### config.mk
export PLATFORM = sky130hd
export DESIGN_NAME = nsg_modulator
export DESIGN_NICKNAME = d
export VERILOG_FILES = /design/src/nsg_pr_lfsr.sv /design/src/nsg_modulator.sv
export SDC_FILE = /design/constraint.sdc
export NUM_CORES = 1
export LEC_CHECK = 0
export BUFFER_PORTS_ARGS = -buffer_cell sky130_fd_sc_hd__buf_2
export CAP_MARGIN = 20
export CORE_ASPECT_RATIO = 0.75
export CORE_MARGIN = 5
export CORE_UTILIZATION = 55
export DETAILED_ROUTE_END_ITERATION = 12
export GPL_TIMING_DRIVEN = 0
export PLACE_DENSITY = 0.73
export SYNTH_ARGS = -nofsm -noshare
export SYNTH_HDL_FRONTEND = slang
export SYNTH_SLANG_ARGS = --single-unit
### constraint.sdc
create_clock -name clock_in -period 4.77 [get_ports clock_in]
set_clock_uncertainty 0.1 [all_clocks]
set_input_delay 0.7155 -clock clock_in [delete_from_list [all_inputs] [get_ports clock_in]]
set_output_delay 0.7155 -clock clock_in [all_outputs]
set_load 0.005 [all_outputs]
### src/nsg_pr_lfsr.sv
// package of shared constants and types, plus the nine-stage ranging code register.
// assumes one 50 MHz clock with a synchronous active-high reset; steps come from the caller.
package nsg_pkg;
    localparam int unsigned CLK_HZ          = 50_000_000;
    localparam int unsigned EPOCH_US        = 1000;
    localparam int unsigned CHIP_RATE_BPS   = 511_000;
    localparam int unsigned DATA_RATE_BPS   = 50;
    localparam int unsigned MEANDER_HZ      = 100;
    localparam int unsigned DATA_BIT_MS     = 20;
    localparam int unsigned MEANDER_BIT_MS  = 1000 / MEANDER_HZ;
    localparam int unsigned EPOCH_CYC_DFLT  = CLK_HZ / 1_000_000 * EPOCH_US;
    localparam int unsigned CHIPS_PER_EPOCH = CHIP_RATE_BPS / 1000 * EPOCH_US / 1000;
    localparam int unsigned DATA_EPOCHS     = 1000 / DATA_RATE_BPS;
    localparam int unsigned MEANDER_EPOCHS  = MEANDER_BIT_MS * 1000 / EPOCH_US;
    localparam int unsigned CNT_W           = 5;

    localparam int unsigned PRR_STAGES      = 9;
    localparam int unsigned PRR_TAP_LO      = 5;
    localparam int unsigned PRR_TAP_HI      = 9;
    localparam int unsigned PRR_OUT_STAGE   = 7;
    localparam logic [8:0]  PRR_INIT        = 9'h1ff;

    localparam int          CHAN_W          = 5;
    localparam logic signed [CHAN_W-1:0] CHAN_MIN = -5'sd7;
    localparam logic signed [CHAN_W-1:0] CHAN_MAX = 5'sd13;

    typedef logic signed [CHAN_W-1:0] nsg_chan_t;

    typedef struct packed {
        logic data_bit;
        logic almanac;
    } nsg_msg_t;

    typedef struct packed {
        logic upper_carrier_band;
        logic lower_carrier_band;
    } nsg_mod_t;
endpackage : nsg_pkg

`timescale 1ns/1ps
module nsg_pr_lfsr (
    input  wire logic clock_in,
    input  wire logic rst_in,
    input  wire logic load_in,
    input  wire logic step_in,
    output logic      chip_out
);
    import nsg_pkg::*;

    // stage n of the register is bit n-1
    logic [PRR_STAGES-1:0] stages;

    always_ff @(posedge clock_in) begin
        if (rst_in || load_in) begin
            stages <= PRR_INIT;
        end else if (step_in) begin
            stages <= {stages[PRR_STAGES-2:0],
                       stages[PRR_TAP_LO-1] ^ stages[PRR_TAP_HI-1]};
        end
    end

    assign chip_out = stages[PRR_OUT_STAGE-1];
endmodule : nsg_pr_lfsr

### src/nsg_modulator.sv
// top of the modulating sequence generator: ranging code, data and meander combined.
// assumes the message source sits on the same clock and holds msg_in until msg_take_out.
// How it works
// - upper band is code, data, meander xor
// - lower band is code xor meander only
// - maximal-length code, 511 kbit/s, 1 ms period
// - data bits sent at 50 bit/s
// - all timing from one common clock
// - message carries immediate and almanac classes
// - almanac channel number valid -7 to 13
// - nine stages, all-ones load, seventh stage out
// - feedback polynomial 1 + x^5 + x^9
// - 100 Hz auxiliary meander is third component
// - data in relative code, 20 ms bits
`timescale 1ns/1ps
module nsg_modulator #(
    parameter int unsigned EPOCH_CYCLES = nsg_pkg::EPOCH_CYC_DFLT
) (
    input  wire logic              clock_in,
    input  wire logic              rst_in,
    input  wire nsg_pkg::nsg_msg_t msg_in,
    input  wire logic              msg_valid_in,
    input  wire nsg_pkg::nsg_chan_t chan_in,
    output nsg_pkg::nsg_mod_t      mod_out,
    output logic                   epoch_out,
    output logic                   msg_take_out,
    output logic                   almanac_out,
    output logic                   chan_valid_out
);
    import nsg_pkg::*;

    localparam int unsigned CW = $clog2(EPOCH_CYCLES);
    localparam int unsigned AW = $clog2(EPOCH_CYCLES + CHIPS_PER_EPOCH) + 1;
    localparam logic [CW-1:0]    EPOCH_LAST   = CW'(EPOCH_CYCLES - 1);
    localparam logic [AW-1:0]    ACC_INC      = AW'(CHIPS_PER_EPOCH);
    localparam logic [AW-1:0]    ACC_WRAP     = AW'(EPOCH_CYCLES);
    localparam logic [CNT_W-1:0] DATA_LAST    = CNT_W'(DATA_EPOCHS - 1);
    localparam logic [CNT_W-1:0] MEANDER_LAST = CNT_W'(MEANDER_EPOCHS - 1);

    logic [CW-1:0]    cyc_cnt;
    logic [AW-1:0]    acc;
    logic [AW-1:0]    next_acc;
    logic [CNT_W-1:0] data_cnt;
    logic [CNT_W-1:0] meander_cnt;
    logic             epoch;
    logic             chip_step;
    logic             chip;
    logic             meander;
    logic             tx_bit;

    // one epoch is exactly one code period; the meander and data counters below count epochs of this clock
    assign epoch = (cyc_cnt == EPOCH_LAST);

    always_ff @(posedge clock_in) begin
        if (rst_in || epoch) begin
            cyc_cnt <= '0;
        end else begin
            cyc_cnt <= cyc_cnt + CW'(1);
        end
    end

    // fractional divider: the clock is no integer multiple of the chip rate, so a
    // phase accumulator spreads exactly the code length of steps over each epoch
    assign next_acc  = acc + ACC_INC;
    assign chip_step = (next_acc >= ACC_WRAP);

    always_ff @(posedge clock_in) begin
        if (rst_in || epoch) begin
            acc <= '0;
        end else if (chip_step) begin
            acc <= next_acc - ACC_WRAP;
        end else begin
            acc <= next_acc;
        end
    end

    // the last step of an epoch coincides with the reload, which wins
    nsg_pr_lfsr u_prr (
        .clock_in (clock_in),
        .rst_in   (rst_in),
        .load_in  (epoch),
        .step_in  (chip_step),
        .chip_out (chip)
    );

    always_ff @(posedge clock_in) begin
        if (rst_in) begin
            meander_cnt <= '0;
            meander     <= 1'b0;
        end else if (epoch) begin
            if (meander_cnt == MEANDER_LAST) begin
                meander_cnt <= '0;
                meander     <= ~meander;
            end else begin
                meander_cnt <= meander_cnt + CNT_W'(1);
            end
        end
    end

    // an absent message bit is sent as zero, which leaves the relative code unchanged
    always_ff @(posedge clock_in) begin
        if (rst_in) begin
            data_cnt     <= '0;
            tx_bit       <= 1'b0;
            almanac_out  <= 1'b0;
            msg_take_out <= 1'b0;
        end else begin
            msg_take_out <= 1'b0;
            if (epoch) begin
                if (data_cnt == DATA_LAST) begin
                    data_cnt     <= '0;
                    tx_bit       <= tx_bit ^ (msg_valid_in & msg_in.data_bit);
                    almanac_out  <= msg_valid_in & msg_in.almanac;
                    msg_take_out <= msg_valid_in;
                end else begin
                    data_cnt <= data_cnt + CNT_W'(1);
                end
            end
        end
    end

    always_ff @(posedge clock_in) begin
        if (rst_in) begin
            chan_valid_out <= 1'b0;
        end else begin
            chan_valid_out <= (chan_in >= CHAN_MIN) && (chan_in <= CHAN_MAX);
        end
    end

    always_ff @(posedge clock_in) begin
        if (rst_in) begin
            mod_out   <= '0;
            epoch_out <= 1'b0;
        end else begin
            mod_out.upper_carrier_band <= chip ^ tx_bit ^ meander;
            mod_out.lower_carrier_band <= chip ^ meander;
            epoch_out                  <= epoch;
        end
    end
endmodule : nsg_modulator

# After elaboration in Yosys (flattened, before gate mapping)
# Index checks and enable logic that the tools add are counted.
[totals] ramBits=0 regBits=60 latchBits=0 n_memories=0 input_bits=10 romBits=0 wordCells=42
[op_classes] eq_ne=3 n_reduce_logical=5 bitwise_logic=10 magnitude_cmp=3 mux=3 add_sub_neg=5 div_mod_pow=0 n_mul=0 shifts=0
[op_table] cell="17-bit by 9-bit adder with 17-bit output (second input constant)" n=1
[op_table] cell="17-bit by 16-bit greater-or-equal comparator with 1-bit output (second input constant)" n=1
[op_table] cell="17-bit 2-to-1 mux" n=1
[op_table] cell="17-bit by 16-bit subtractor with 17-bit output (second input constant)" n=1
[op_table] cell="16-bit by 1-bit adder with 16-bit output (second input constant)" n=1
[op_table] cell="16-bit == test (second input constant)" n=1
[op_table] cell="5-bit by 1-bit adder with 5-bit output (second input constant)" n=2
[op_table] cell="5-bit 2-to-1 mux" n=2
[op_table] cell="5-bit by 4-bit == test with 1-bit output (second input constant)" n=1
[op_table] cell="5-bit == test (second input constant)" n=1
[op_table] cell="5-bit by 4-bit greater-or-equal comparator with 1-bit output (second input constant)" n=1
[op_table] cell="5-bit less-or-equal comparator (second input constant)" n=1
[op_table] cell="1-bit bitwise XOR" n=5
[op_table] cell="2-bit AND reduction" n=2
[op_table] cell="1-bit NOT" n=3
[op_table] cell="3-bit OR reduction" n=1
[op_table] cell="1-bit bitwise AND" n=2
[op_table] cell="1-bit logical AND" n=1
[op_table] cell="1-bit logical OR" n=1

# Logic depth before layout (Yosys ltp)
# Gate-level depths: netlist of run 1.
[logic_depth] ltp_word=3 depth_mapped=13 mapped_depth_nobuf=11

# Cells and area by module
# From an unflattened synthesis of run 1, not the netlist that was laid out.
[unflattened] hier_cells=358 hier_area_um2=3161.8
[by_module_without_submodules] mod="nsg_modulator" instances=1 cells_each=328 area_each_um2=2826.5
[by_module_without_submodules] mod="nsg_pr_lfsr" instances=1 cells_each=30 area_each_um2=335.3

# Worst setup path after synthesis of run 1
# No wires, ideal clock.
[synth_path] path_kind="reg2reg" startpoint="register acc[0]" endpoint="register acc[12]" n_path_buf=1 slack_ps=2003 required_ps=4598 setup_ps=72 stages_incl_launch_ff=12 arrival_ps=2595 period_less_slack_ps=2767 cell_sequence="dfxtp_1 inv_1 ha_1 clkbuf_2 or4b_4 nand2_1 ha_1 and4_1 nand4_1 a31o_4 a2111oi_4 mux2i_1"
[synth_between] elab_chain_cells=3 elab_cells_between_ends=4 classes_between="add/sub (2); order compare (1); mux (1)"
[synth_lines] element="start: declaration" line_no="nsg_modulator.sv:41" rtl="logic [AW-1:0] acc;"
[synth_lines] element="start signal: assignment" line_no="nsg_modulator.sv:71" rtl="acc <= next_acc - ACC_WRAP;"
[synth_lines] element="start signal: assignment" line_no="nsg_modulator.sv:73" rtl="acc <= next_acc;"
[synth_lines] element="17-bit by 9-bit adder with 17-bit output *" line_no="nsg_modulator.sv:64" rtl="assign next_acc = acc + ACC_INC;"
[synth_lines] element="net next_acc[0]" line_no="nsg_modulator.sv:42" rtl="logic [AW-1:0] next_acc;"
[synth_lines] element="17-bit by 16-bit subtractor with 17-bit output / 17-bit by 16-bit greater-or-equal comparator with 1-bit output (equally long branches)" line_no="nsg_modulator.sv:71, nsg_modulator.sv:65"
[synth_lines] element="17-bit 2-to-1 mux *" line_no="nsg_modulator.sv:70" rtl="end else if (chip_step) begin"
# The timed path passes the listed nets; every way through them passes the cells marked *.
# A chain may end at the register's enable or synchronous reset.

# Worst setup path in the final report of run 1
[layout_path] startpoint="register acc[0]" endpoint="register acc[16]"
# Same word-level chain as after synthesis.

==> results of run 1 <==
-- worst reg2reg max path: stages, from the launching register on --
cell and delay, ps:
dfxtp_1 370, inv_1 80, ha_1 130, clkbuf_2 210
or4b_4 520, nand2_1 150, ha_1 180, and4_1 180
nand4_1 170, a31oi_2 490, clkbuf_2 300, o211ai_1 120
a21oi_1 180
-- cell usage after synthesis, types with 2 or more instances --
library cell	instances	area (sq um)
nor4bb_1	2	20.0
nand2_1	34	128
clkbuf_2	2	10.0
o211ai_1	4	30.0
xnor2_1	15	131
and4b_1	2	20.0
mux2i_1	8	80.1
nand3_1	27	135
nand2b_1	5	31.3
and2_1	6	37.5
nor4_1	3	18.8
nor3_1	11	55.1
nand3_2	2	20.0
dfxtp_1	60	1200
nor2b_1	5	31.3
and3_1	6	37.5
xor2_1	24	210
ha_1	8	100
nand4_1	12	75.1
o32a_1	2	20.0
inv_1	6	22.5
a21oi_1	19	95.1
or3_1	3	18.8
o21ai_0	15	75.1
and4_1	3	26.3
clkbuf_1	13	48.8
nor2_1	37	139
or2_2	4	25.0
buf_2	3	15.0
-- power by group through the flow --
stage	registers, mW	clock network [mW]	logic [mW]
floorplan	0.569	0	0.300
global placement	0.574	0	0.367
detailed placement	0.575	0	0.371
CTS	0.564	0.479	0.375
global route	0.570	0.508	0.421
finish	0.565	0.471	0.378
-- state kept, by name, summed over array words and instances, names as in the netlist --
name,cells
acc,17
tx_bit,1
mod_out,2
epoch_out,1
msg_take_out,1
data_cnt,5
meander_cnt,5
chan_valid_out,1
meander,1
almanac_out,1
u_prr.stages,9
cyc_cnt,16
-- layer usage --
layer | wire [microns] | share of wire [%] | vias to the layer above
met1 | 3440 | 51 | 1246
li1 | - | - | 1360
met3 | 381 | 5.7 | 9
met2 | 2790 | 42 | 56
met5 | 0 | 0 | -
met4 | 89 | 1.3 | 0
-- worst max path at each step --
| stage | endpoint | cells past startpoint | slack [ps] |
|---|---|---|---|
| after floorplan | acc[12]$_SDFF_PP0_ | 11 | 2000 |
| after global placement | acc[16]$_SDFF_PP0_ | 12 | 1570 |
| after detailed placement | acc[16]$_SDFF_PP0_ | 12 | 1590 |
| after CTS | acc[16]$_SDFF_PP0_ | 12 | 1580 |
| after global routing | acc[16]$_SDFF_PP0_ | 12 | 1340 |
| final | acc[16]$_SDFF_PP0_ | 12 | 1510 |
-- kinds of logic after synthesis --
logic type | Yosys count | share of synthesized area [%]
adders and majority gates | 8 | 3.14
and+or+nand+nor | 170 | 29.1
DFF | 60 | 37.6
muxes | 9 | 2.86
buffers and inverters | 25 | 3.37
xor gates and xnor gates | 39 | 10.7
AOI/OAI and AO/OA | 58 | 13.2
-- cell usage in the layout, fill, tap and decap left out, types with 4 or more instances in the layout --
master	n
nor2_1	37
and2_1	6
clkbuf_1	14
inv_1	6
buf_2	17
clkbuf_8	11
nor3_1	11
nand2b_1	5
ha_1	8
o211ai_1	4
nor2b_1	5
xor2_1	24
and3_1	6
dfxtp_1	60
nand2_1	34
a21oi_1	19
nand3_1	27
mux2i_1	8
xnor2_1	15
nand4_1	12
o21ai_0	15
or2_2	4
-- per-stage QoR --
stage / util, % / cell area [sq um] / hold slack (ps) / instances / setup WS (ps)
after floorplan: - / 3190 / 326 / 369 / 2000
after global placement: 58.6 / 3360 / 345 / 461 / 1570
after detailed placement: 58.6 / 3360 / 350 / 461 / 1590
after CTS: 62.1 / 3560 / 365 / 477 / 1580
after global routing: 62.1 / 3560 / 380 / 477 / 1340
final: 62.1 / 3560 / 366 / 477 / 1510
-- cell type report --
| type | count | share of cell area (%) |
|---|---|---|
| Clock inverter | 4 | 1.34 |
| Timing Repair Buffer | 14 | 1.97 |
| Inverter | 6 | 0.632 |
| Tap cell | 78 | 2.74 |
| Sequential cell | 60 | 33.7 |
| Multi-Input combinational cell | 284 | 52.8 |
| Buffer | 19 | 2.39 |
| Clock buffer | 12 | 4.36 |
==> results.md, run 1 <==
- Final Max Tran Viols: 0
- Cell Rows: 24
- # clock sinks: 60
- Hold buffer count at CTS: 0
- Sequential power share: 39.9%
- CP arrival: 3430 ps
- Fin Setup TNS: 0 ps
- Max Root-Sink Buffers: 2
- Crit-path cells: inv_1 -> ha_1 -> clkbuf_2 -> or4b_4 -> nand2_1 -> ha_1 -> and4_1 -> nand4_1 -> a31oi_2 -> clkbuf_2 -> o211ai_1 -> a21oi_1
- Vias in the first global route: 2478
- Wire per inst: between 10 and 15 microns
- Root Buffer: clkbuf_8
- Largest net degree at the start of global routing: 11
- GRT Total Usage: around a fifth
- Worst-margin pin slew: 619 ps
- Via count: between 2000 and 3000
- FFs w/ async S/R, synth: 0%
- Fin crit share: 68.3%
- N_diodes: 0
- CTS tree: built
- Worst path bufs/invs: 3
- Final setup fails: 0
- Critical path data required time: approximately 4900 ps
- Storage element area: between 1000 and 1500 sq um
- Startpoint types: register
- Synth unique cells: 57
- Pleak: 1.37 nW
- Ys Warns: 0
- Remaining DRCs: 0
- First DRT Iteration DRCs: 159
- Post-DP HPWL: 4610 microns
- Worst Hold Launch: cyc_cnt[0]$_SDFF_PP0_
- Main synth FF type: dfxtp_1
- CP startpoint: acc[0]$_SDFF_PP0_
- Hold Path End: cyc_cnt[0]$_SDFF_PP0_
- Syn Inst Count: 369
- Power Density: 397 nW/um^2
- Vias per cell: approximately 5.6
- GP Congestion: 0.886
- M1 GR Usage: 26.9%
- Flops & latches, synth: 60
- M2 GR Usage: 27.5%
- Die X: 97.9 microns
- First-pass GRT wire length: 11700 microns
- GRT overflow: 0
- R2R cell count: 12
- Fill cell count: 513
- Post-synth EDFFs: 0
- Area of the multi-input gates: between 1500 and 2000 sq um
- Total Wirelength: 6700 microns
- RSZ-0062 raised after global routing: no
- Clock Latency Late Sink: about 350 ps
- Worst path slowest cell: or4b_4
- Logic pwr share: 26.8%
- Highest Clock Rate: 307 MHz
- Worst R2R Setup Slack: 1510 ps
- Worst-path maximum fanout: 10
- Worst min path class: reg2reg
- Layout cells sized above 1: 13.8%
- Crit end category: register
- H-tree Lvls: 3
- Vert. Die Dim: 76.0 microns
- Core footprint: between 5000 and 6000 sq um
- P_sw: 0.475 mW
- FF-to-FF Start: acc[0]$_SDFF_PP0_
- IO Count: 16
- Fin nets: 412
- Reg-to-Reg End: acc[16]$_SDFF_PP0_
- Drt pass-1 iters: 5
- Mapped Avg Cell Area: approximately 8.6 sq um
- Die ar.: 7440 sq um
- Status: finished, final reports clean
- Rel. slew slack: 58.4%
- P_int: 0.939 mW
- Port buffer count: 14
- TritonCTS Buffers: 9
- Clock network fraction of design power: 33.3%
- Met3 usage: just over 6%
- Post-CTS Resized: 0
- Power Total: 1.41 mW
- Net Sw Frac: 33.6%
- Max_cap viols: 0
- Post-Syn Area: 3190 sq um
- Synth-to-Final Area Change: 11.6%
- Initial antenna violation count: 0
- Setup repair bufs after CTS: 0
- Final hold vios: 0
- Worst hold path depth: 1
- Post-route ant nets: 0
- Max VDD drop: roughly 220 uV
- Top delay family on crit path: simple AND/OR/NAND/NOR gates
- Setup CP Type: reg2reg
- Min Tclk post-route: between 3000 and 4000 ps
- Synth Net Count: 387
- Sequential fraction of the synthesis area: 37.6%
- CP max stage delay: 520 ps
- Clock transition at the registers of the reported paths: 60 ps
- Most used routing layer: met2
- Starting density of the core: approximately 56%
No activity file was read; power rests on OpenSTA's default activity.
==> run 2, diff against run 1 <==
- ABC_AREA: default -> 1
- PLACE_DENSITY: 0.73 -> 0.75
- clock period: 4.77 -> 2.9 ns (I/O delays scaled with it)
==> results.md, run 2 <==
- Status: finished, final reports clean
- Power Total: 2.27 mW (+61%)
- Post-CTS Resized: 0 (unchanged)
- Main synth FF type: dfxtp_1
- Drt pass-1 iters: 5 (unchanged)
- Largest regs: acc (17), cyc_cnt (16), u_prr.stages (9)
- Post-route cell area: 3730 sq um (+4.7%)
- Starting density of the core: 57.1% (+1.5 points)
- Post-synth EDFFs: 0 (unchanged)
- Critical path data required time: 3010 ps (-1930 ps)
- Layout cells sized above 1: 12.8% (-0.97 points)
- Worst-path maximum fanout: 10 (unchanged)
- H-tree Lvls: 3 (unchanged)
- Final Max Tran Viols: 0 (unchanged)
- Worst path bufs/invs: 2 (-1)
- CP arrival: 2700 ps (-730 ps)
- Top post-synthesis cells by area: dfxtp_1 (36%), nand2_1 (14%), inv_1 (6.1%)
- Setup CP Type: reg2reg
- Synth-to-Final Area Change: 10.8%
- Vert. Die Dim: 77.7 microns (+2.3%)
- Root Buffer: clkbuf_8
- Worst-margin pin slew: 631 ps (+11.5 ps)
- Final hold vios: 0 (unchanged)
- GRT Total Usage: 20.3% (+1.1 points)
- Highest Clock Rate: 385 MHz (+26%)
- Crit end category: register
- Max reg flops: 17 (unchanged)
- Startpoint types: register
- Flops & latches, synth: 60 (unchanged)
- Max Root-Sink Buffers: 2 (unchanged)
- Pleak: 1.64 nW (+20%)
- Top-count cell post-synth: nand2_1
- Total Wirelength: 7470 microns (+11%)
- Synth top area share: 35.7% (-1.9 points)
- IO Count: 16 (unchanged)
- Most common library cells after synthesis: nand2_1 (126), dfxtp_1 (60), inv_1 (55)
- Final Worst Setup Slack: 304 ps (-1210 ps)
- Fin Hold WS: 184 ps (-182 ps)
- Area leader, netlist: dfxtp_1
- RSZ-0062 raised after global routing: no
- Rel. slew slack: 57.8% (-0.63 points)
- CP max stage delay: 320 ps (-200 ps)
- Final setup fails: 0 (unchanged)
- GP Congestion: 0.886 (about the same)
- Post-Syn Area: 3360 sq um (+5.4%)
- Largest net degree at the start of global routing: 12 (+1)
- Worst min path class: in2reg
- Max_cap viols: 0 (unchanged)
- Die ar.: 7790 sq um (+4.8%)
- Non-filler cells, final: 601 (+26%)
- Placement Cell Area: 3540 sq um (+5.3%)
- Remaining DRCs: 0 (unchanged)
- # clock sinks: 60 (unchanged)
- Ys Warns: 0 (unchanged)
- Synth unique cells: 38 (-33%)
- TritonCTS Buffers: 9 (unchanged)
- Syn Inst Count: 492 (+33%)
- First-pass GRT wire length: 12900 microns (+10%)
- CP startpoint: acc[0]$_SDFF_PP0_
- Post-DP HPWL: 5520 microns (+20%)
- CTS tree: built
- Vias in the first global route: 2878 (+16%)
- Core Util, Final: 63.3% (+1.2 points)
- Crit-path cells: inv_1 -> ha_1 -> nand2_1 -> nor2_2 -> nand3_2 -> nand3_1 -> nand2_1 -> nor2_1 -> nand2_1 -> a21oi_4 -> nand3_2 -> buf_4 -> nand2_1 -> nand3_1
- Top delay family on crit path: simple AND/OR/NAND/NOR gates
- Post-Place Cells: 585 (+27%)
- Min Tclk post-route: 2600 ps (-662 ps)
- Port buffer count: 15 (+1)
- Power Density: 609 nW/um^2 (+54%)
- GRT overflow: 0 (unchanged)
- Setup repair bufs after CTS: 0 (unchanged)
- Fin nets: 536 (+30%)
- Fin Setup TNS: 0 ps (unchanged)
- Fin crit share: 89.5% (+21 points)
- Sequential fraction of the synthesis area: 35.7% (-1.9 points)
- Via count: 3206 (+20%)
- Biggest register: acc
- Hold buffer count at CTS: 0 (unchanged)
- Max VDD drop: 375 uV (+71%)
- Initial antenna violation count: 0 (unchanged)
- Worst path slowest cell: dfxtp_1
- Mapped Avg Cell Area: 6.84 sq um (-21%)
- Most frequent cells in the layout: nand2_1 (126), dfxtp_1 (60), inv_1 (55)
- N_diodes: 0 (unchanged)
- First DRT Iteration DRCs: 198 (+25%)
- Post-route ant nets: 0 (unchanged)
- FFs w/ async S/R, synth: 0% (unchanged)
- Clock Latency Late Sink: 340 ps (about the same)
- Worst Hold Launch: chan_in[4]
- FF-to-FF Start: acc[0]$_SDFF_PP0_
- Clock transition at the registers of the reported paths: 70 ps (about the same)
- Cell Rows: 24 (unchanged)
- Wire per inst: 12.4 microns (-12%)
- Vias per cell: 5.33 (-4.7%)
- Die X: 100 microns (+2.4%)
- Commonest non-fill, non-tap cell in the layout: nand2_1
- Core footprint: 5890 sq um (+2.6%)
- Worst path most repeated cell: nand2_1
- Synth Net Count: 510 (+32%)
- Worst slack at placement: 366 ps (-1220 ps)
[run 2: cell types whose count changed in the layout (fill, tap and decap cells not counted), moves of 10 or more]
cell,previous run,this run
clkbuf_1,14,1
inv_1,6,55
nand2_1,34,126
nand3_1,27,38
nand4_1,12,30
nor2_1,37,54
xnor2_1,15,1
xor2_1,24,14
[run 2: cell type report]
type                            count  area, sq um
Multi-Input combinational cell    360         1870
Fill cell                         544         2160
Timing Repair Buffer               15         75.1
Inverter                           61          229
Clock inverter                      7         67.6
Sequential cell                    60         1200
Clock buffer                        9          124
Buffer                             11         67.6
Tap cell                           78         97.6
[run 2: routing by layer]
metal  wire length (microns)  GRT usage [%]  vias up
met1                    3920           29.7     1435
met5                       0              0        -
met3                     441           5.65       16
li1                        -              -     1661
met2                    2980           28.5       94
met4                     131           7.00        0
[run 2: final timing paths]
path / to / slack [ps] / depth (start not counted)
worst max-delay path: u_prr.stages[8]$_SDFFE_PP1P_ / 300 / 14
worst min-delay path: chan_valid_out$_SDFF_PP0_ / 180 / 2
worst max register to register: u_prr.stages[8]$_SDFFE_PP1P_ / 300 / 14
worst min register to register: acc[0]$_SDFF_PP0_ / 350 / 1
[run 2: kinds of logic after synthesis]
group,after synthesis,synth area share (%)
DFF,60,35.7
and+or+nand+nor,286,39.4
buffers and inverters,72,8.82
adders and majority gates,8,2.98
AOI/OAI and AO/OA,50,8.67
xor gates and xnor gates,16,4.39
[run 2: report_power, final]
| part | internal, mW | total (mW) | switching [mW] | leakage (nW) |
|---|---|---|---|---|
| Combinational | 0.212 | 0.631 | 0.419 | 1.06 |
| Sequential | 0.864 | 0.904 | 0.0396 | 0.488 |
| Clock | 0.391 | 0.737 | 0.346 | 0.0910 |
| Total | 1.47 | 2.27 | 0.804 | 1.64 |
==> run 3, diff against run 2 <==
- REMOVE_ABC_BUFFERS: default -> 1
- SLEW_MARGIN: default -> 10
==> results.md, run 3 (synthesis results as in run 2) <==
- Status: finished, final reports clean
- TritonCTS Buffers: 9 (unchanged)
- Logic pwr share: 29.3% (+1.5 points)
- Post-route ant nets: 0 (unchanged)
- Post-DP HPWL: 5580 microns (+1.0%)
- Max VDD drop: 391 uV (+4.1%)
- Net Sw Frac: 35.7% (+0.27 points)
- IO Count: 16 (unchanged)
- Clock network fraction of design power: 31.2% (-1.3 points)
- First-pass GRT wire length: 13700 microns (+6.3%)
- CP arrival: 2880 ps (+180 ps)
- Final Worst Setup Slack: 183 ps (-121 ps)
- Final setup fails: 0 (unchanged)
- Vias per cell: 5.54 (+3.9%)
- Sequential power share: 39.5% (-0.3 points)
- Rel. slew slack: 68.4% (+11 points)
- Vert. Die Dim: 77.7 microns (unchanged)
- First DRT Iteration DRCs: 290 (+46%)
- Max_cap viols: 0 (unchanged)
- Final Max Tran Viols: 0 (unchanged)
- Biggest register: acc
- Storage element area: 1200 sq um (unchanged)
- Fill cell count: 529 (-2.8%)
- Setup CP Type: reg2reg
- Drt pass-1 iters: 5 (unchanged)
- Largest regs: acc (17), cyc_cnt (16), u_prr.stages (9)
- Fin Hold WS: 181 ps (-2.57 ps)
- Worst min path class: in2reg
- Synth-to-Final Area Change: 12.3%
- Die X: 100 microns (unchanged)
- P_sw: 0.820 mW (+2.0%)
- Die ar.: 7790 sq um (unchanged)
- Remaining DRCs: 0 (unchanged)
- Starting density of the core: 57.1% (unchanged)
- Wire per inst: 13.7 microns (+9.9%)
- Fin crit share: 93.7% (+4.2 points)
- P_int: 1.48 mW (+0.78%)
- Core footprint: 5890 sq um (unchanged)
- Largest net degree at the start of global routing: 29 (+17)
- Cell Rows: 24 (unchanged)
- H-tree Lvls: 3 (unchanged)
- Startpoint types: register
- Clock Latency Late Sink: 340 ps (about the same)
- CTS tree: built
- Min Tclk post-route: 2720 ps (+121 ps)
- Area of the multi-input gates: 1940 sq um (+4.0%)
- Worst R2R Setup Slack: 180 ps (-120 ps)
- Fin nets: 534 (-0.37%)
- Max reg flops: 17 (unchanged)
- Layout cells sized above 1: 12.9% (+0.074 points)
- Hold buffer count at CTS: 0 (unchanged)
- Worst-margin pin slew: 470 ps (-161 ps)
- Power Density: 609 nW/um^2 (-0.14%)
- Via count: 3314 (+3.4%)
- Fin Setup TNS: 0 ps (unchanged)
- Clock transition at the registers of the reported paths: 70 ps (about the same)
- Critical path data required time: 3060 ps (+50 ps)
- Most frequent cells in the layout: nand2_1 (126), dfxtp_1 (60), inv_1 (55)
- Max Root-Sink Buffers: 2 (unchanged)
- Root Buffer: clkbuf_8
- # clock sinks: 60 (unchanged)
- Commonest non-fill, non-tap cell in the layout: nand2_1
- N_diodes: 0 (unchanged)
- Highest Clock Rate: 368 MHz (-4.4%)
- Total Wirelength: 8170 microns (+9.4%)
- Worst slack at placement: -353 ps (-719 ps)
- RSZ-0062 raised after global routing: no
- Port buffer count: 15 (unchanged)
- Vias in the first global route: 3042 (+5.7%)
- GP Congestion: 0.881 (-0.65%)
- Pleak: 1.65 nW (+0.83%)
- Worst-path maximum fanout: 22 (+12)
- GRT overflow: 0 (unchanged)
- Initial antenna violation count: 0 (unchanged)
- GRT Total Usage: 21.8% (+1.5 points)
- Crit end category: register
- Final hold vios: 0 (unchanged)
run 3: area by class of cell:
| cell class | instances | share of cell area, % |
|---|---|---|
| Multi-Input combinational cell | 363 | 51.3 |
| Sequential cell | 60 | 31.8 |
| Inverter | 61 | 6.13 |
| Clock buffer | 14 | 4.84 |
| Timing Repair Buffer | 21 | 3.18 |
| Tap cell | 78 | 2.58 |
| Clock inverter | 1 | 0.132 |
run 3: power by group through the flow:
stage | combinational, mW | clock, mW | sequential, mW
final | 0.674 | 0.717 | 0.908
after global routing | 0.759 | 0.776 | 0.912
after CTS | 0.647 | 0.728 | 0.907
after detailed placement | 0.629 | 0 | 0.926
after global placement | 0.602 | 0 | 0.924
after floorplan | 0.508 | 0 | 0.913
run 3: routing by layer:
metal	wire (microns)	vias to the layer above	global-route usage [%]
li1	-	1665	-
met1	3940	1508	30.3
met2	3420	121	32.1
met3	644	20	6.27
met4	174	0	7.67
met5	0	-	0
run 3: final timing paths:
path                     startpoint                   endpoint  cells after the start
setup / recovery  acc[0]$_SDFF_PP0_         acc[15]$_SDFF_PP0_                     14
hold / removal           chan_in[4]  chan_valid_out$_SDFF_PP0_                      2
setup reg to reg  acc[0]$_SDFF_PP0_         acc[15]$_SDFF_PP0_                     14
hold reg to reg   acc[0]$_SDFF_PP0_          acc[0]$_SDFF_PP0_                      1
run 3: stage by stage:
step	utilization [%]	power [mW]	instance area [sq um]	instances
3_3_place_gp	58.9	1.53	3470	574
6_report	64.2	2.30	3780	598
5_1_grt	64.2	2.45	3780	598
3_5_place_dp	59.1	1.55	3480	575
4_1_cts	63.6	2.28	3740	597
2_1_floorplan	-	1.42	3300	481
run 3: repair_timing:
action / CTS / global route
pin swaps: 2 / 1
setup buffers: 5 / 0
cloned: 2 / 1
setup endpoints to repair: 21 / 26
gates resized for setup: 3 / 7
run 3: worst max-delay path: stages (launching register included):
cell and delay, ps:
dfxtp_1 320, inv_1 130, ha_2 250, nand2_1 80
nor2_2 200, nand3_4 170, nand2_1 130, nand2_1 60
nand2_1 100, nand2_2 120, nor2_4 180, nand3_4 280
nand3_4 270, nand2_1 80, a21oi_1 160
